**config.mk**
```make
export PLATFORM = sky130hd
export DESIGN_NAME = canrm_top
export DESIGN_NICKNAME = d
export VERILOG_FILES = /design/src/canrm_top.v
export VERILOG_INCLUDE_DIRS = /design/src
export SDC_FILE = /design/constraint.sdc
export NUM_CORES = 1
export LEC_CHECK = 0
export BUFFER_PORTS_ARGS = -buffer_cell sky130_fd_sc_hd__buf_2
export CORE_MARGIN = 1.5
export CORE_UTILIZATION = 50
export DETAILED_ROUTE_END_ITERATION = 16
export PLACE_DENSITY_LB_ADDON = 0.12
export SETUP_SLACK_MARGIN = 0.2
export SLEW_MARGIN = 5
export SYNTH_ARGS = -nofsm -noshare
export SYNTH_HDL_FRONTEND = slang
export SYNTH_SLANG_ARGS = --single-unit
```
**constraint.sdc**
```tcl
create_clock -name clk -period 3.1 [get_ports clk]
set_input_delay 0.62 -clock clk [delete_from_list [all_inputs] [get_ports clk]]
set_output_delay 0.62 -clock clk [all_outputs]
set_load 0.03 [all_outputs]
```
**src/can_regs.vh**
```
`ifndef CAN_REGS_VH
`define CAN_REGS_VH

// Register indices; byte address on APB is four times the index
`define CANRM_IDX_MODE 8'h00
`define CANRM_IDX_CMD 8'h01
`define CANRM_IDX_STATUS 8'h02
`define CANRM_IDX_IFLAGS 8'h03
`define CANRM_IDX_IEN 8'h04
`define CANRM_IDX_BTA 8'h06
`define CANRM_IDX_BTB 8'h07
`define CANRM_IDX_ODC 8'h08
`define CANRM_IDX_ARB 8'h0b
`define CANRM_IDX_BEC 8'h0c
`define CANRM_IDX_EWT 8'h0d
`define CANRM_IDX_RXFC 8'h0e
`define CANRM_IDX_TXFC 8'h0f
`define CANRM_IDX_WIN_LO 8'h10
`define CANRM_IDX_WIN_HI 8'h1c
`define CANRM_IDX_PAT0 8'h10
`define CANRM_IDX_DC0 8'h14
`define CANRM_IDX_RSV_LO 8'h18
`define CANRM_IDX_PEND 8'h1d
`define CANRM_IDX_RXB 8'h1e
`define CANRM_IDX_CDIV 8'h1f
`define CANRM_IDX_TXRB_LO 8'h60
`define CANRM_IDX_TXRB_HI 8'h6c
`define CANRM_IDX_RSV_TOP 8'h7f
`define CANRM_IDX_EVT 8'h80
`define CANRM_IDX_EVT_MASK 8'h81

// Field positions
`define CANRM_MODE_RESET 0
`define CANRM_MODE_DUAL 3
`define CANRM_EVT_RX 0
`define CANRM_EVT_ARB 6

// Reset values
`define CANRM_RST_MODE 8'h01
`define CANRM_RST_CDIV 8'hc0
`define CANRM_RST_EWT 8'h60
`define CANRM_RST_ZERO 8'h00

`endif

```
**src/canrm_top.v**
```verilog
// Behaviour
// - Timing, driver, limit, counters, rx base locked outside reset mode.
// - Command register is write-only; reads always return zero.
// - Operating writes to 10h-1Ch fill tx buffer; read back at 60h-6Ch.
// - Reset mode: 18h-1Ch read zero; 10h-17h hold pattern and mask.
// - Offsets 6Dh-7Fh ignore writes and read zero.
// - Four 8-bit pattern registers feed the acceptance filter with masks.
// - Pattern registers reachable only in reset mode; else tx/rx window.
// - Don't-care registers at 14h-17h, reachable only in reset mode.
// - Mask bit zero forces a match on that bit; one means don't care.
// - Compared bits depend on single/dual filter and standard/extended id.
// - Arbitration loss raises irq when both its enable bit and event mask bit are set, and captures position.
// - Captured position holds through later losses until it is read.
// - Position register bits 7:5 read zero; code sits in bits 4:0.
// - Codes 0..10 mean loss at identifier bits ID.28 down to ID.18.
// - Code 11 marks substitute remote bit, code 12 the extension bit.
`timescale 1ns/10ps
`include "can_regs.vh"

module canrm_top (
  input wire clk,
  input wire rst_n,
  input wire [9:0] paddr,
  input wire psel,
  input wire penable,
  input wire pwrite,
  input wire [31:0] pwdata,
  output reg [31:0] prdata,
  output reg pready,
  output reg pslverr,
  input wire [7:0] engine_status,
  input wire [7:0] engine_err_code,
  input wire [7:0] engine_pending,
  input wire [103:0] rx_window,
  input wire arb_lost,
  input wire [4:0] arb_pos,
  input wire rx_check,
  input wire [28:0] rx_id,
  input wire rx_rtr,
  input wire rx_ext,
  output reg rx_accept,
  output reg rx_accept_valid,
  output reg [7:0] cmd_pulse,
  output reg reset_mode,
  output reg [103:0] tx_frame,
  output reg irq
);

  reg [7:0] mode_control;
  reg [7:0] interrupt_enables;
  reg [7:0] bit_timing_a;
  reg [7:0] bit_timing_b;
  reg [7:0] output_driver_config;
  reg [4:0] arb_lost_position;
  reg arb_armed;
  reg [7:0] error_warning_threshold;
  reg [7:0] rx_fault_count;
  reg [7:0] tx_fault_count;
  reg [31:0] filter_pattern;
  reg [31:0] filter_dontcare;
  reg [7:0] rx_window_base;
  reg [7:0] clock_out_divider;
  reg [7:0] evt_flags;
  reg [7:0] evt_mask;
  reg [7:0] next_rdata;
  reg [7:0] next_evt;
  reg next_accept;

  wire [7:0] idx;
  wire setup_ph;
  wire done;
  wire wr;
  wire rd;
  wire in_reset;
  wire bad_addr;
  wire [7:0] wbyte;
  wire [3:0] win_sel;
  wire [3:0] txr_sel;
  wire [7:0] txr_off;
  wire [7:0] iflags;
  wire arb_capture;
  wire arb_read;
  reg arb_read_ok;

  assign idx = paddr[9:2];
  assign setup_ph = psel & ~penable;
  // Completion edge: the only edge where side effects occur
  assign done = psel & penable & pready & ~pslverr;
  assign wr = done & pwrite;
  assign rd = done & ~pwrite;
  assign in_reset = mode_control[`CANRM_MODE_RESET];
  // Misaligned or out-of-map accesses are refused with an error
  // and leave every register untouched
  assign bad_addr = (idx > `CANRM_IDX_EVT_MASK) | (paddr[1:0] != 2'b00);
  assign wbyte = pwdata[7:0];
  assign win_sel = idx[3:0] - 4'h0;
  assign txr_off = idx - `CANRM_IDX_TXRB_LO;
  assign txr_sel = txr_off[3:0];
  assign iflags = evt_flags & interrupt_enables;
  // Capture outranks a rearm that falls on the same edge
  assign arb_capture = arb_lost & arb_armed;
  assign arb_read = rd & (idx == `CANRM_IDX_ARB);

  // Bitwise match: mask one means don't care, zero demands equality
  function match;
    input [31:0] data;
    input [31:0] code;
    input [31:0] dontcare;
    begin
      match = &(~(data ^ code) | dontcare);
    end
  endfunction

  // Pick a byte out of a flat 13-byte window
  function [7:0] byte_of;
    input [103:0] flat;
    input [3:0] sel;
    begin
      byte_of = flat[sel * 8 +: 8];
    end
  endfunction

  // Inclusive range test on register indices
  function in_range;
    input [7:0] a;
    input [7:0] lo;
    input [7:0] hi;
    begin
      in_range = (a >= lo) && (a <= hi);
    end
  endfunction

  // Acceptance decision for the frame presented on rx_check
  // Purely combinational from the frame fields; the engine must hold
  // them stable in the cycle it raises rx_check
  always @* begin
    next_accept = 1'b0;
    case ({mode_control[`CANRM_MODE_DUAL], rx_ext})
      2'b00: begin
        // Single filter, standard id: id bits and remote bit
        next_accept = match({rx_id[28:18], rx_rtr, 20'h00000},
          filter_pattern, {filter_dontcare[31:20], 20'hfffff});
      end
      2'b01: begin
        // Single filter, extended id: all 29 id bits and remote bit
        next_accept = match({rx_id, rx_rtr, 2'b00},
          filter_pattern, {filter_dontcare[31:2], 2'b11});
      end
      2'b10: begin
        // Dual filter, standard id: two 12-bit filters
        next_accept =
          match({rx_id[28:18], rx_rtr, 20'h00000},
            {filter_pattern[31:20], 20'h00000},
            {filter_dontcare[31:20], 20'hfffff}) |
          match({rx_id[28:18], rx_rtr, 20'h00000},
            {filter_pattern[15:4], 20'h00000},
            {filter_dontcare[15:4], 20'hfffff});
      end
      2'b11: begin
        // Dual filter, extended id: top 16 id bits per filter
        next_accept =
          match({rx_id[28:13], 16'h0000},
            {filter_pattern[31:16], 16'h0000},
            {filter_dontcare[31:16], 16'hffff}) |
          match({rx_id[28:13], 16'h0000},
            {filter_pattern[15:0], 16'h0000},
            {filter_dontcare[15:0], 16'hffff});
      end
      default: next_accept = 1'b0;
    endcase
  end

  // Read multiplexer, evaluated in the setup phase
  // Unmapped indices, the receive fifo span included, fall through to zero
  always @* begin
    next_rdata = 8'h00;
    if (idx == `CANRM_IDX_MODE) begin
      next_rdata = mode_control;
    end else if (idx == `CANRM_IDX_CMD) begin
      next_rdata = 8'h00;
    end else if (idx == `CANRM_IDX_STATUS) begin
      next_rdata = engine_status;
    end else if (idx == `CANRM_IDX_IFLAGS) begin
      next_rdata = iflags;
    end else if (idx == `CANRM_IDX_IEN) begin
      next_rdata = interrupt_enables;
    end else if (idx == `CANRM_IDX_BTA) begin
      next_rdata = bit_timing_a;
    end else if (idx == `CANRM_IDX_BTB) begin
      next_rdata = bit_timing_b;
    end else if (idx == `CANRM_IDX_ODC) begin
      next_rdata = output_driver_config;
    end else if (idx == `CANRM_IDX_ARB) begin
      next_rdata = {3'b000, arb_lost_position};
    end else if (idx == `CANRM_IDX_BEC) begin
      next_rdata = engine_err_code;
    end else if (idx == `CANRM_IDX_EWT) begin
      next_rdata = error_warning_threshold;
    end else if (idx == `CANRM_IDX_RXFC) begin
      next_rdata = rx_fault_count;
    end else if (idx == `CANRM_IDX_TXFC) begin
      next_rdata = tx_fault_count;
    end else if (in_range(idx, `CANRM_IDX_WIN_LO, `CANRM_IDX_WIN_HI)) begin
      // Same addresses name different registers in the two modes
      if (!in_reset) begin
        next_rdata = byte_of(rx_window, win_sel);
      end else if (idx < `CANRM_IDX_DC0) begin
        next_rdata = filter_pattern[(3 - idx[1:0]) * 8 +: 8];
      end else if (idx < `CANRM_IDX_RSV_LO) begin
        next_rdata = filter_dontcare[(3 - idx[1:0]) * 8 +: 8];
      end else begin
        next_rdata = 8'h00;
      end
    end else if (idx == `CANRM_IDX_PEND) begin
      next_rdata = engine_pending;
    end else if (idx == `CANRM_IDX_RXB) begin
      next_rdata = rx_window_base;
    end else if (idx == `CANRM_IDX_CDIV) begin
      next_rdata = clock_out_divider;
    end else if (in_range(idx, `CANRM_IDX_TXRB_LO, `CANRM_IDX_TXRB_HI)) begin
      next_rdata = byte_of(tx_frame, txr_sel);
    end else if (idx == `CANRM_IDX_EVT) begin
      next_rdata = evt_flags;
    end else if (idx == `CANRM_IDX_EVT_MASK) begin
      next_rdata = evt_mask;
    end else begin
      next_rdata = 8'h00;
    end
  end

  // APB handshake: one wait-free access phase after each setup
  // Read data is frozen at the setup edge, so a register that changes
  // during the access phase returns its value from one cycle earlier
  always @(posedge clk or negedge rst_n) begin
    if (!rst_n) begin
      pready <= 1'b0;
      pslverr <= 1'b0;
      prdata <= 32'h00000000;
    end else begin
      pready <= setup_ph;
      pslverr <= setup_ph & bad_addr;
      if (setup_ph) begin
        prdata <= {24'h000000, (bad_addr ? 8'h00 : next_rdata)};
      end
    end
  end

  // Software-written configuration, gated by mode
  // Error counters are software-only here; the engine that would
  // update them sits outside this block
  always @(posedge clk or negedge rst_n) begin
    if (!rst_n) begin
      mode_control <= `CANRM_RST_MODE;
      interrupt_enables <= `CANRM_RST_ZERO;
      bit_timing_a <= `CANRM_RST_ZERO;
      bit_timing_b <= `CANRM_RST_ZERO;
      output_driver_config <= `CANRM_RST_ZERO;
      error_warning_threshold <= `CANRM_RST_EWT;
      rx_fault_count <= `CANRM_RST_ZERO;
      tx_fault_count <= `CANRM_RST_ZERO;
      rx_window_base <= `CANRM_RST_ZERO;
      clock_out_divider <= `CANRM_RST_CDIV;
      filter_pattern <= 32'h00000000;
      filter_dontcare <= 32'hffffffff;
      evt_mask <= `CANRM_RST_ZERO;
      cmd_pulse <= `CANRM_RST_ZERO;
      tx_frame <= 104'h0;
    end else begin
      cmd_pulse <= (wr && idx == `CANRM_IDX_CMD) ? wbyte : 8'h00;
      if (wr) begin
        if (idx == `CANRM_IDX_MODE) begin
          mode_control <= wbyte;
        end
        if (idx == `CANRM_IDX_IEN) begin
          interrupt_enables <= wbyte;
        end
        if (idx == `CANRM_IDX_CDIV) begin
          clock_out_divider <= wbyte;
        end
        if (idx == `CANRM_IDX_EVT_MASK) begin
          evt_mask <= wbyte;
        end
        // Protected settings change only while held in reset mode
        if (in_reset) begin
          if (idx == `CANRM_IDX_BTA) bit_timing_a <= wbyte;
          if (idx == `CANRM_IDX_BTB) bit_timing_b <= wbyte;
          if (idx == `CANRM_IDX_ODC) output_driver_config <= wbyte;
          if (idx == `CANRM_IDX_EWT) error_warning_threshold <= wbyte;
          if (idx == `CANRM_IDX_RXFC) rx_fault_count <= wbyte;
          if (idx == `CANRM_IDX_TXFC) tx_fault_count <= wbyte;
          if (idx == `CANRM_IDX_RXB) rx_window_base <= wbyte;
          if (in_range(idx, `CANRM_IDX_PAT0, `CANRM_IDX_DC0 - 8'h01)) begin
            filter_pattern[(3 - idx[1:0]) * 8 +: 8] <= wbyte;
          end
          if (in_range(idx, `CANRM_IDX_DC0, `CANRM_IDX_RSV_LO - 8'h01)) begin
            filter_dontcare[(3 - idx[1:0]) * 8 +: 8] <= wbyte;
          end
        end else if (in_range(idx, `CANRM_IDX_WIN_LO,
                              `CANRM_IDX_WIN_HI)) begin
          tx_frame[win_sel * 8 +: 8] <= wbyte;
        end
      end
    end
  end

  // Sticky events: a new event beats a same-cycle clear
  // so an event arriving during the clearing write is never lost
  always @* begin
    next_evt = evt_flags;
    if (wr && idx == `CANRM_IDX_EVT) begin
      next_evt = evt_flags & ~wbyte;
    end
    if (arb_lost) begin
      next_evt[`CANRM_EVT_ARB] = 1'b1;
    end
    if (rx_check && next_accept) begin
      next_evt[`CANRM_EVT_RX] = 1'b1;
    end
  end

  // Whether the byte being read is the position now held; a capture on
  // the setup edge is newer than what software will see
  always @(posedge clk or negedge rst_n) begin
    if (!rst_n) begin
      arb_read_ok <= 1'b0;
    end else if (setup_ph && idx == `CANRM_IDX_ARB) begin
      arb_read_ok <= ~arb_capture;
    end
  end

  // Arbitration capture, rearmed only by a completed read
  always @(posedge clk or negedge rst_n) begin
    if (!rst_n) begin
      arb_lost_position <= 5'h00;
      arb_armed <= 1'b1;
      evt_flags <= `CANRM_RST_ZERO;
      rx_accept <= 1'b0;
      rx_accept_valid <= 1'b0;
      reset_mode <= 1'b1;
      irq <= 1'b0;
    end else begin
      evt_flags <= next_evt;
      // Codes pass through as the engine's bit position
      if (arb_capture) begin
        arb_lost_position <= arb_pos;
        arb_armed <= 1'b0;
      end else if (arb_read && arb_read_ok) begin
        // A byte fetched before the newest capture does not rearm
        arb_armed <= 1'b1;
      end
      rx_accept_valid <= rx_check;
      if (rx_check) begin
        rx_accept <= next_accept;
      end
      // Registered copy of the mode bit, one cycle late
      reset_mode <= mode_control[`CANRM_MODE_RESET];
      // Level output; enable and mask both gate it
      irq <= |(next_evt & interrupt_enables & evt_mask);
    end
  end

endmodule

```
### After elaboration in Yosys (flattened, before gate mapping)

Index checks and enable logic that the tools add are counted.

* register bits: 293
* latch bits: 0
* bits in writable memories: 0
* memory bits (read-only): 0
* input port bits: 213
* output and inout port bits: 150
* word-level logic and storage cells: 176
* memories kept: 0

* add/sub/neg operators: 4
* $mul: 0
* divide/modulo/power cells: 0
* magnitude comparators: 10
* equal/unequal tests: 20
* shift-type cells: 8
* muxes and demuxes: 34
* bitwise operators: 40
* reductions and logical operators: 34

Operator list (count)
* 8-bit 2-to-1 mux: 26
* 104-bit by 8-bit variable part select with 8-bit output: 2
* 32-bit NOT: 6
* 32-bit OR: 6
* 32-bit AND reduction: 6
* 32-bit XOR: 6
* 104-bit bitwise mux: 1
* 8-bit by 34-bit variable shift with 104-bit output, first input constant: 1
* 8-bit by 34-bit variable part select with 104-bit output: 1
* 32-bit by 33-bit variable part select with 8-bit output: 2
* 32-bit bitwise mux: 2
* 8-bit by 4-bit equality test with 1-bit output, second input constant: 6
* 32-bit negation with 34-bit output: 1
* 7-bit negation with 34-bit output: 1
* 8-bit by 34-bit variable shift with 32-bit output, first input constant: 1
* 8-bit by 34-bit variable part select with 32-bit output: 1
* 8-bit AND: 4
* 3-bit AND reduction: 10
* 8-bit by 3-bit equality test with 1-bit output, second input constant: 3
* 8-bit by 5-bit equality test with 1-bit output, second input constant: 3
* 8-bit by 5-bit <= comparator with 1-bit output, second input constant: 3
* 8-bit by 2-bit equality test with 1-bit output, second input constant: 2
* 8-bit equality test, second input constant: 2
* 8-bit by 5-bit greater-or-equal comparator with 1-bit output, second input constant: 2
* other kinds (21): 52

### Longest topological paths before layout

Gate-level depths: netlist (run 1).

* depth after elaboration: 22
* gate-level depth with buffers: 15
* depth with buffers taken out: 9

### Worst setup path after synthesis (run 1)

No wires, ideal clock.

* kind: input port to flip-flop
* start point: input paddr[2]
* end point: register tx_frame[101]
* setup time: 0.118 ns
* arrival time: 3.378 ns
* required time: 2.982 ns
* path slack: -0.397 ns
* stages on the path: 15
* buffers on the path: 6
* path through: buf_2 -> buf_4 -> buf_4 -> inv_1 -> ha_1 -> clkbuf_1 -> nand3b_1 -> nand2_2 -> nor4_4 -> or3b_4 -> or3_1 -> buf_2 -> buf_6 -> nand2_1 -> o21ai_2

* cells in the longest elaborated chain, start to end: 3
* elaborated cells on any way between the ends: 8
* those cells by class: add/sub (1); order compare (2); shift (2); mux (1); reduce/logical (2)

RTL lines
* start, declared: RTL line canrm_top.v:23 `input wire [9:0] paddr,`
* 7-bit negation with 34-bit output, or another cell as far along: RTL line canrm_top.v:300 `tx_frame[win_sel * 8 +: 8] <= wbyte;`
* 8-bit by 34-bit variable part select with 104-bit output, or another cell as far along: RTL line canrm_top.v:300
* 104-bit bitwise mux or 3-bit AND reduction (tied branches)
* end signal, assigned by index: RTL line canrm_top.v:300
* end, declared: RTL line canrm_top.v:45 `output reg [103:0] tx_frame,`

Several ways; a longest one is shown, not always the timed one.
A chain may end at the register's enable or synchronous reset.

### Final worst setup path (run 1)

* start point: input paddr[2]
* end point: register prdata[1]

* cells in the longest elaborated chain, start to end: 22
* elaborated cells on any way between the ends: 58
* those cells by class: add/sub (2); order compare (7); eq/ne (17); shift (4); mux (24); bitwise (1); reduce/logical (3)

RTL lines
* parallel branches: the longest is 21 deep, another holds 4-bit by 1-bit subtractor with 4-bit output
* 8-bit 2-to-1 mux (*): RTL line canrm_top.v:243 `prdata <= {24'h000000, (bad_addr ? 8'h00 : next_rdata)};`
* end signal, assigned: RTL line canrm_top.v:243
* end, declared: RTL line canrm_top.v:28 `output reg [31:0] prdata,`

Mark *: on every way between the ends.

==> results of run 1 <==
==> repair_timing <==
action / 4_1_cts / 5_1_grt
resized for setup: 3 / 3
endpoints found under the setup margin: 1 / 3
pin swaps: 1 / 0
==> through the flow <==
step	cell area, um^2	hold slack [ns]	total power, mW	util [%]	setup WS, ns
after floorplan	16630	0.3244	4.453	-	-0.1916
after global placement	19780	0.4785	5.007	61.12	-0.5019
after detailed placement	19780	0.4861	5.017	61.12	-0.5394
after CTS	21040	0.1056	9.413	65.00	0.2048
after global routing	21050	0.1261	9.666	65.02	0.1565
final	21050	0.09033	9.398	65.02	0.2012
==> per-layer routing <==
metal  GRT usage (%)  share of wire (%)  wire (um)  vias up
met1           50.20                 39      24930     7586
met4           17.61                5.2       3309        0
met2           60.12                 46      29110      916
met5               0                  0          0        -
met3           7.904                9.9       6268      177
li1                -                  -          -     6883
==> logic make-up (layout without fill, tap and decap cells) <==
group           Yosys count  after routing
fa+ha+maj                 6              6
simple gates            570            570
other cells               1             25
xor+xnor                 50             50
flops                   293            293
mux                     168            168
buf+inv                 172            621
compound gates          405            405
==> worst max-delay path: stages <==
cell                       delay, ns
sky130_fd_sc_hd__buf_6          0.21
sky130_fd_sc_hd__buf_12         0.18
sky130_fd_sc_hd__buf_4          0.19
sky130_fd_sc_hd__mux4_2         0.58
sky130_fd_sc_hd__a221oi_2       0.31
sky130_fd_sc_hd__nor4_1         0.12
sky130_fd_sc_hd__nor3_1         0.32
sky130_fd_sc_hd__o21ai_1        0.21
sky130_fd_sc_hd__a31oi_2        0.28
sky130_fd_sc_hd__buf_4          0.16
sky130_fd_sc_hd__o211ai_1       0.07
==> worst min-delay path by stage <==
stage                   startpoint                    endpoint  slack [ns]  cells after the start
2_1_floorplan                rst_n        arb_lost_position[0]        0.32                      0
3_3_place_gp   filter_dontcare[31]         filter_dontcare[31]        0.48                      2
3_5_place_dp   filter_dontcare[31]         filter_dontcare[31]        0.49                      2
4_1_cts                      rst_n           rx_fault_count[2]        0.11                      1
5_1_grt                      rst_n           tx_fault_count[5]        0.13                      1
6_report                     rst_n  error_warning_threshold[7]        0.09                      1
==> cells in the mapped netlist (all sizes together) (42+ instances only) <==
cell type	instances	area, um^2
nand2	326	1229
nor2	78	310.3
mux4	63	1419
xnor2	49	429.2
clkbuf	79	296.5
buf	56	340.3
mux2	99	1115
nand3	47	235.2
a21oi	42	210.2
o21ai	188	948.4
dfrtp	254	6356
==> layout make-up <==
cell class,count,area share (%)
Timing Repair Buffer,521,15.83
Tap cell,442,2.627
Clock inverter,11,0.8916
Multi-Input combinational cell,1223,39.90
Antenna cell,1,0.01189
Sequential cell,293,35.07
Inverter,37,0.6776
Clock buffer,52,4.999
==> layout by cell type (no fill, tap or decap), drive strengths merged, types with 11 or more instances in the layout <==
master  instances
nor4           14
mux2           99
a211oi         11
o211ai         13
and2           16
mux4           63
nor3           29
nor2           78
o22ai          39
conb           24
xnor2          49
o21ai         188
o31ai          15
buf           521
clkbuf         52
nand2         326
dfrtp         254
nand4          14
inv            36
a221oi         21
a21oi          42
nand3          47
a22oi          11
dfstp          39
==> power groups by stage <==
stage | registers (mW) | logic, mW | clock network (mW)
after floorplan | 3.93 | 0.523 | 0
after global placement | 3.92 | 1.09 | 0
after detailed placement | 3.92 | 1.10 | 0
after CTS | 3.85 | 1.10 | 4.46
after global routing | 3.85 | 1.19 | 4.63
final | 3.85 | 1.12 | 4.43
==> results.txt, run 1 <==
The part of the cycle the worst path needs came out at between 90 and 100%. The area of combinational cells with multiple inputs came out at 8398 um^2. The area added between synthesis and finish came out at 28.42%. STA classifies the critical path startpoint as a primary input. The logic gate share of total power came out at approximately an eighth. The top-level I/O count came out at around 360.

For this run, the leading register cell type out of synthesis is sky130_fd_sc_hd__dfrtp_1. The TritonCTS sink count is ~290. The number of synthesized flops with an enable pin is 0. The number of buffers inserted to repair setup after CTS is 0.

The number of routed nets with antenna violations is 0. STA puts the critical path data arrival time at about 3.3 ns. The maximum root-to-sink buffer count came out at 3.

The total count of hold-check failures in the final report came out at 0. The highest attainable clock frequency came out at roughly 340 MHz. The full die area came out at 33880 um^2. The startpoint identified for the worst register-to-register timing path is pslverr. The number of synthesis warnings is 0. The filler cell count in the final layout came out at around 2.7k.

The final weighted congestion in routability-driven placement is 1.012. For this run the aggregate overflow at the end of global routing stands at 0. The share of the Yosys chip area taken by registers is a little under half. The register bit count reported by yosys is around 290.

The mux cell area share after synthesis came out at 15.82%. Max-cap violations in this run came to 0. The largest registers in the layout are tx_frame (104), filter_dontcare (32), filter_pattern (32). The fraction of layout instances using a drive strength above 1 came out at 38.09%. In the final routed layout, each cell accounts on average for between 20 and 25 um. The combinational family with the most area after synthesis is simple AND/OR/NAND/NOR gates. The number of nets in the final layout came out at roughly 2.3k. The row count came out at 66. Measured along the y axis, the die boundary spans about 180 um. The cell area after technology mapping is approximately 16000 um^2.

The initial cell density of the core came out at 50.63%. The number of port buffers came out at roughly 310. The final HPWL from detailed placement came out at a little under 50000 um. The number of levels in the clock H-tree came out at 2.

In this run switching power makes up 25.02% of total power. The share of flip-flops with an asynchronous set or reset after synthesis came out at 100.0%. The critical-path maximum fanout is 14.

The analysis attributes to net switching a power of 2.352 mW. The most critical setup path has its startpoint at paddr[2]. Global routing used 37.98% of the available tracks across all layers. The iteration-0 DRC count of the detailed router came out at 1535. The number of hold buffers added after cts came out at 0.

The required time at the endpoint of the critical path came out at between 3 and 4 ns. The sort of element at the end of the critical path is a flip-flop. The total routed wirelength is between 60000 and 70000 um.

The worst setup skew after layout came out at 0.01773 ns. The number of placed cells counting well taps is 2516. The total CTS buffers is 35. The placeable core area is about 32000 um^2. The flip-flop and latch area came out at about 7400 um^2. For this design the ratio of total power to cell area is ~450 nW/um^2. For the pin with the worst max-slew slack, the measured transition is ~0.9 ns. TritonCTS built the clock tree.

The maximum vdd ir drop came out at 0.3555 mV. The clock transition at the registers of the reported paths is approximately 0.05 ns. The via count of the first global-routing pass came to approximately 15k. Counting cells, the worst reg-to-reg path comes to 6. Of the total synthesized cell area, the portion taken by XOR and XNOR cells is 2.672%. The global-route wire length before repair came out at approximately 95000 um. The adder and majority cell fraction of the synthesized area came out at less than 1%.

The number of max-slew violations in the final report came out at 0. The run finished with clean final reports. The part of the total power dissipated in sequential elements is between 40% and 50%. The register with the most flip-flops is tx_frame. The number of antenna violations at the first check in global routing came to 2. For this run, design rule violations remaining after detail routing come to 0. The static leakage power is between 9 and 10 nW.

In this run the tightest slew margin relative to its limit is 39.65%. The average instance area after synthesis is 9.844 um^2. Per report_power, the clock group accounts for approximately 47% of the total. Setup repair after global routing could not meet its margin everywhere.

By startpoint and endpoint, the worst setup path is classified as in2reg. The cell at the root of the clock tree is sky130_fd_sc_hd__clkbuf_16. The time the final worst path needs with I/O delays and setup came out at about 2.9 ns.

The count of non-filler cells in the finished layout came out at between 2k and 3k. The clock latency on the worst-skew pair came out at around 0.52 ns. Across all layers, the routed design uses 15.56k vias. The die span in x came out at 184.1 um. The number of library cell types mapped by synthesis came out at 77. The setup violation total in the final timing report is 0.

The endpoint identified for the worst register-to-register timing path is filter_dontcare[15]. The synthesized netlist devotes around 15% of its cell area to compound gates. After technology mapping, the gate count stands at approximately 1.7k. The number of flip-flops in the largest register is roughly 100.

The summed negative setup slack over all endpoints came out at 0 ns. The path class of the tightest hold or removal check is in2async. The detailed-route vias per instance is slightly above 6. The most critical setup path has its endpoint at prdata[1]. The worst reg-to-reg setup slack is 0.47 ns. Cell internal power was estimated by the tool at between 7 and 8 mW. The pre-antenna-repair detailed-routing pass consisted of 5 iterations. The fraction of the mapped netlist area in simple logic gates came out at between 10% and 20%. The largest net degree at the start of global routing came out at 75.
Power figures use the tool's default switching activity.
==> run 2: changes to the inputs <==
--- a/config.mk
+++ b/config.mk
@@ -10,8 +10,8 @@
 export CORE_MARGIN = 1.5
 export CORE_UTILIZATION = 50
 export DETAILED_ROUTE_END_ITERATION = 16
-export PLACE_DENSITY_LB_ADDON = 0.12
-export SETUP_SLACK_MARGIN = 0.2
+export PLACE_DENSITY = 0.78
+export SETUP_SLACK_MARGIN = 0.02
 export SLEW_MARGIN = 5
 export SYNTH_ARGS = -nofsm -noshare
 export SYNTH_HDL_FRONTEND = slang
==> constraint.sdc (replaced) <==
create_clock -name clk -period 3.47 [get_ports clk]
set_input_delay 0.694 -clock clk [delete_from_list [all_inputs] [get_ports clk]]
set_output_delay 0.694 -clock clk [all_outputs]
set_load 0.03 [all_outputs]
==> results.txt, run 2 (synthesized netlist as in run 1, its figures left out) <==
Outcome: finished clean (unchanged). The area of all placed cells without fillers was 20080 um^2 (was 21050 um^2). The number of design rule violations left after detail routing is 0 (unchanged). The fraction of layout instances using a drive strength above 1 came out at 35.00% (was 38.09%). The slowest cell on the critical path is sky130_fd_sc_hd__mux4_2 (unchanged). The initial cell density of the core is 50.63% (unchanged). The TritonCTS sink count came to 293 (unchanged). The startpoint of the worst-slack reg-to-reg timing path is tx_frame[63] (was pslverr). The part of the cycle the worst path needs came out at about nine tenths.

The class of the worst hold path was in2async (unchanged). The depth of the worst register-to-register path is 8 (was 6). The worst setup skew after layout is 0.02654 ns (was 0.01773 ns). The average wire length per cell after detail routing came to 25.82 um (was 24.66 um). The die span in x is 184.1 um (unchanged). The number of search-and-repair iterations in the first detailed-routing pass is 6 (was 5). The worst reg-to-reg setup slack is 0.55 ns (was 0.47 ns). The kind of start point of the critical path is a primary input (unchanged).

The total global routing overflow came out at 0 (unchanged). The critical path arrival is 3.55 ns (was 3.27 ns). The critical register-to-register path endpoint is prdata[7] (was filter_dontcare[15]).

The final HPWL from detailed placement is 48330 um (was 48220 um). The number of levels in the clock H-tree came out at 1 (was 2). The time the final worst path needs with I/O delays and setup came out at approximately 3.1 ns. The maximum root-to-sink buffer count came out at 3 (unchanged).

The iteration-0 DRC count of the detailed router is 1633 (was 1535). The peak-usage layer in the global routing report was met2 (unchanged). The number of hold buffers added after cts is 0 (unchanged). The global-route usage over all layers came to 38.03% (was 37.98%). The setup violation total in the final timing report came out at 0 (unchanged). The full die area came out at 33880 um^2 (unchanged). The met1 track utilization from global routing is 50.05% (was 50.20%). Commonest non-fill, non-tap cells in the layout: sky130_fd_sc_hd__nand2_1 (324), sky130_fd_sc_hd__buf_2 (311), sky130_fd_sc_hd__dfrtp_1 (254) (was sky130_fd_sc_hd__nand2_1 (322), sky130_fd_sc_hd__buf_2 (311), sky130_fd_sc_hd__dfrtp_1 (254)). The number of max-slew violations in the final report is 0 (unchanged).

The highest attainable clock frequency is 324.8 MHz. The static leakage power came out at 9.043 nW (was 9.598 nW). The final core utilization is 62.02% (was 65.02%). Unrepaired setup endpoints after global routing: false (was true). The required time at the endpoint of the critical path was 3.94 ns (was 3.48 ns). The global-route wire length before repair is 94560 um (was 94800 um). The total count of hold-check failures in the final report came out at 0 (unchanged).

The CTS tree is yes (unchanged). The via count of the first global-routing pass is 15.23k (was 15.26k). The total CTS buffers is 31 (was 35).

The power density relative to cell area came to 393.9 nW/um^2 (was 446.5 nW/um^2). The class of the most critical setup path was in2reg (unchanged). The clock transition at the registers of the reported paths came out at 0.06 ns (was 0.05 ns). The largest stage delay on the critical path is 0.56 ns (was 0.58 ns). The number of routed nets with antenna violations came out at 0 (unchanged). The placed instance area was 18990 um^2 (was 19780 um^2). The most used cell along the critical path is sky130_fd_sc_hd__buf_4 (unchanged). The final total power is 7.910 mW (was 9.398 mW). The headroom to the max-slew limit came out at 42.29% (was 39.65%). The area added between synthesis and finish came to 22.50% (was 28.42%). The most common library cell in the layout ignoring fill and taps is sky130_fd_sc_hd__nand2_1 (unchanged). The top-level I/O count was 363 (unchanged). The placeable core area is 32370 um^2 (unchanged). The post-cts resize count came out at 0 (was 3). The number of flip-flops in the largest register came out at 104 (unchanged). The total routed wirelength came to 64070 um (was 63620 um).

The row count is 66 (unchanged). The number of buffers inserted to repair setup after CTS came out at 0 (unchanged). The routed via count came to 15.49k (was 15.56k).

The critical-path maximum fanout came out at 10 (was 14). The largest net degree at the start of global routing was 129 (was 75). The final weighted congestion in routability-driven placement is 1.021 (was 1.012).

The met2 track demand over resource in global routing is 60.14% (was 60.12%). The clock latency on the worst-skew pair is 0.58 ns (was 0.52 ns). The sort of element at the end of the critical path is a flip-flop (unchanged).

The detailed-route vias per instance came to 6.241 (was 6.032). The routing usage on met3 came out at 8.281% (was 7.904%). Critical-path cell list: buf_4 -> buf_12 -> mux4_2 -> a221oi_1 -> a211oi_1 -> a31o_2 -> a2111oi_0 -> buf_4 -> o21ai_0 -> a21o_1 (was buf_6 -> buf_12 -> buf_4 -> mux4_2 -> a221oi_2 -> nor4_1 -> nor3_1 -> o21ai_1 -> a31oi_2 -> buf_4 -> o211ai_1). The register with the most flip-flops was tx_frame (unchanged).

The number of antenna violations at the first check in global routing is 2 (unchanged). The number of port buffers is 314 (unchanged). The die boundary height is 184.1 um (unchanged). The transition at the pin with the smallest max-transition slack came out at 0.8625 ns (was 0.9020 ns). Largest registers: tx_frame (104), filter_dontcare (32), filter_pattern (32) (unchanged). The number of nets in the final layout is 2232 (was 2330). The cell at the root of the clock tree was sky130_fd_sc_hd__clkbuf_16 (unchanged). The number of maximum-capacitance violations was 0 (unchanged). The maximum vdd ir drop came to 0.4723 mV (was 0.3555 mV).
[run 2: cell types whose count changed in the layout (fill, tap and decap cells not counted), sizes merged]
cell      change
clkinv        +2
bufinv        -1
buf          -94
clkbuf       -10
clkinvlp      +3
diode         +2
[run 2: worst max-delay path by stage]
stage | start | to | slack [ns]
2_1_floorplan | paddr[2] | tx_frame[101] | 0.02
3_3_place_gp | paddr[2] | prdata[7] | -0.18
3_5_place_dp | paddr[2] | prdata[7] | -0.09
4_1_cts | paddr[2] | prdata[7] | 0.50
5_1_grt | paddr[2] | prdata[4] | 0.32
6_report | paddr[2] | prdata[7] | 0.39
[run 2: critical path: cells and delay by family]
kind | cells | cell delay (ns)
buffers and inverters | 3 | 0.63
multiplexers | 1 | 0.56
AO/OA/AOI/OAI | 6 | 1.66
[run 2: metrics by stage]
| step | std cells | TNS, ns | setup WS, ns | hold slack, ns |
|---|---|---|---|---|
| final | 2482 | 0 | 0.3908 | 0.01204 |
| after global routing | 2481 | 0 | 0.3208 | 0.01225 |
| after CTS | 2479 | 0 | 0.5031 | 0.006034 |
| after detailed placement | 2422 | -0.09405 | -0.08802 | 0.4866 |
| after global placement | 2422 | -0.1756 | -0.1756 | 0.4789 |
| after floorplan | 1688 | 0 | 0.02366 | 0.3777 |
[run 2: final cells by class]
cell class	instances	area, um^2
Antenna cell	3	7.507
Inverter	37	142.6
Sequential cell	293	7381
Clock inverter	15	186.4
Fill cell	2734	12290
Timing Repair Buffer	427	2585
Multi-Input combinational cell	1223	8325
Clock buffer	42	897.1
Tap cell	442	553.0
[run 2: per-layer routing]
layer  vias to the layer above  part of all wire, %
met4                         0                  5.0
li1                       6680                    -
met1                      7577                   38
met2                      1050                   46
met3                       183                   11
met5                         -                    0
[run 2: power by group]
group	leakage [nW]	switching (mW)	internal, mW	total (mW)
clock	0.532	1.43	2.10	3.53
sequential	3.80	0.00972	3.43	3.44
combinational	4.71	0.601	0.334	0.935
==> run 3: changes to the inputs <==
==> constraint.sdc (replaced) <==
create_clock -name clk -period 3.5 [get_ports clk]
set_input_delay 0.7 -clock clk [delete_from_list [all_inputs] [get_ports clk]]
set_output_delay 0.7 -clock clk [all_outputs]
set_load 0.03 [all_outputs]
==> results.txt, run 3 (synthesized netlist as in run 1, its figures left out) <==
Largest registers: tx_frame (104), filter_dontcare (32), filter_pattern (32) (unchanged). The detailed-route vias per instance is 6.327 (was 6.241). The number of maximum-capacitance violations came out at 0 (unchanged). The worst setup skew after layout came out at 0.01582 ns (was 0.02654 ns). The family with the most delay on the worst path is compound AO/OA/AOI/OAI gates (unchanged).

The required time at the endpoint of the critical path is 3.91 ns (was 3.94 ns). The row count is 66 (unchanged). The summed negative setup slack over all endpoints came out at 0 ns (unchanged). The highest metal layer with signal wires is met4 (unchanged).

The most used cell along the critical path is sky130_fd_sc_hd__buf_4 (unchanged). The cell at the root of the clock tree is sky130_fd_sc_hd__clkbuf_16 (unchanged). The placeable core area is 32370 um^2 (unchanged). The count of non-filler cells in the finished layout came out at 2482 (unchanged). The class of the worst hold path is in2async (unchanged). The number of search-and-repair iterations in the first detailed-routing pass came out at 6 (unchanged). The number of levels in the clock H-tree came out at 2 (was 1). The die span in x is 184.1 um (unchanged).

The post-cts resize count came to 0 (unchanged). The number of placed cells counting well taps came out at 2418 (was 2422). The post-placement worst setup slack is 0.001526 ns (was -0.08802 ns).

The TritonCTS sink count is 293 (unchanged). The slowest cell on the critical path is sky130_fd_sc_hd__a2111oi_0 (was sky130_fd_sc_hd__mux4_2). The static leakage power came out at 9.036 nW (was 9.043 nW).

The final HPWL from detailed placement came out at 47830 um (was 48330 um). The maximum root-to-sink buffer count is 3 (unchanged). The number of design rule violations left after detail routing is 0 (unchanged).

The part of the cycle the worst path needs came out at between 80% and 90%. The clock transition at the registers of the reported paths is 0.06 ns (about the same). The number of port buffers was 314 (unchanged). The average wire length per cell after detail routing came out at 25.74 um (was 25.82 um). Based on the critical path, the design can be clocked at up to around 320 MHz. The number of routed nets with antenna violations is 0 (unchanged).

The CTS tree is yes (unchanged). The final weighted congestion in routability-driven placement is 0.9925 (was 1.021). The initial cell density of the core is 50.63% (unchanged). The wire length on met2 is 28860 um (was 29160 um).

The number of antenna violations at the first check in global routing is 2 (unchanged). The number of max-slew violations in the final report is 0 (unchanged). The class of the most critical setup path is in2reg (unchanged). The total routed wirelength came out at 63900 um (was 64070 um).

The wire length on met3 is 7570 um (was 7190 um). The routed via count is 15.70k (was 15.49k). The sort of element at the end of the critical path is a flip-flop (unchanged). The total routed wire length on the met1 layer came out at 24110 um (was 24530 um). Outcome: finished clean (unchanged).

The critical-path maximum fanout was 30 (was 10). The buffers plus inverters on the worst setup path came to 6 (was 3). The number of buffers inserted to repair setup after CTS came to 0 (unchanged). The global-route usage over all layers was 38.23% (was 38.03%).

Unrepaired setup endpoints after global routing: false (unchanged). The largest stage delay on the critical path is 0.72 ns (was 0.56 ns). The largest net degree at the start of global routing came out at 77 (was 129). The global-route wire length before repair is 95470 um (was 94560 um).

The total CTS buffers came out at 34 (was 31). The kind of start point of the critical path is a primary input (unchanged). The area added between synthesis and finish came to 22.32% (was 22.50%).

The critical path arrival was 3.55 ns (about the same). The total count of hold-check failures in the final report was 0 (unchanged). The maximum vdd ir drop is 0.2745 mV (was 0.4723 mV). The full die area came out at 33880 um^2 (unchanged). The time the final worst path needs with I/O delays and setup is ~3.1 ns. The die boundary height came out at 184.1 um (unchanged).

The setup violation total in the final timing report is 0 (unchanged). The clock latency on the worst-skew pair came out at 0.53 ns (was 0.58 ns). The fraction of layout instances using a drive strength above 1 is 34.76% (was 35.00%). The number of hold buffers added after cts was 0 (unchanged).

Critical-path cell list: buf_4 -> inv_1 -> buf_4 -> ha_1 -> buf_12 -> clkinv_1 -> o21ai_0 -> nand2_1 -> a2111oi_0 -> buf_4 -> o21ai_0 -> a21o_1 (was buf_4 -> buf_12 -> mux4_2 -> a221oi_1 -> a211oi_1 -> a31o_2 -> a2111oi_0 -> buf_4 -> o21ai_0 -> a21o_1). The final setup slack of the worst path is 0.3643 ns (was 0.3908 ns). The number of flip-flops in the largest register came out at 104 (unchanged). The register with the most flip-flops is tx_frame (unchanged). The number of nets in the final layout is 2231 (was 2232).

The via count of the first global-routing pass came out at 15.50k (was 15.23k). The headroom to the max-slew limit came out at 35.67% (was 42.29%). The total global routing overflow came out at 0 (unchanged). The top-level I/O count came to 363 (unchanged).

The transition at the pin with the smallest max-transition slack came to 0.9406 ns (was 0.8625 ns). The most common library cell in the layout ignoring fill and taps is sky130_fd_sc_hd__nand2_1 (unchanged). The iteration-0 DRC count of the detailed router is 1729 (was 1633). The power density relative to cell area was 392.1 nW/um^2 (was 393.9 nW/um^2). Commonest non-fill, non-tap cells in the layout: sky130_fd_sc_hd__nand2_1 (324), sky130_fd_sc_hd__buf_2 (311), sky130_fd_sc_hd__dfrtp_1 (254) (unchanged).
[run 3: metrics by stage]
stage          util (%)  total power [mW]  hold slack (ns)  cell area [um^2]
6_report          61.94             7.862           0.1442             20050
5_1_grt           61.92             8.053           0.2014             20040
4_1_cts           61.91             7.844           0.1900             20040
3_5_place_dp      58.55             4.375           0.4905             18950
3_3_place_gp      58.55             4.362           0.4772             18950
2_1_floorplan         -             3.932           0.3777             16480
[run 3: final cells by class]
class	count	area [um^2]
fillers	2736	12320
multi-input cells	1223	8325
flip-flops and latches	293	7381
repair buffers	423	2555
clock buffers	48	973.4
well taps	442	553.0
inverters	37	138.9
clock inverters	13	115.1
diodes	3	7.507
[run 3: final timing paths]
path                                startpoint                         end  slack, ns  depth (start not counted)
max in group asynchronous                rst_n                   arb_armed       2.39                          2
min in group clk                      rx_check             rx_accept_valid       0.34                          1
setup / recovery                      paddr[2]                   prdata[7]       0.36                         12
setup reg to reg                  tx_frame[55]                   prdata[7]       0.50                          8
hold / removal                           rst_n  error_warning_threshold[7]       0.14                          1
hold reg to reg            filter_dontcare[22]         filter_dontcare[22]       0.50                          2
[run 3: metal layers]
layer,global-route usage [%],vias to the layer above
li1,-,6681
met1,50.72,7667
met3,8.617,217
met4,18.52,0
met5,0,-
met2,59.42,1138
[run 3: where the power goes]
group / internal (mW) / total (mW) / switching [mW]
Clock: 2.03 / 3.52 / 1.49
Combinational: 0.333 / 0.928 / 0.595
Sequential: 3.40 / 3.41 / 0.00880
Total: 5.76 / 7.86 / 2.10
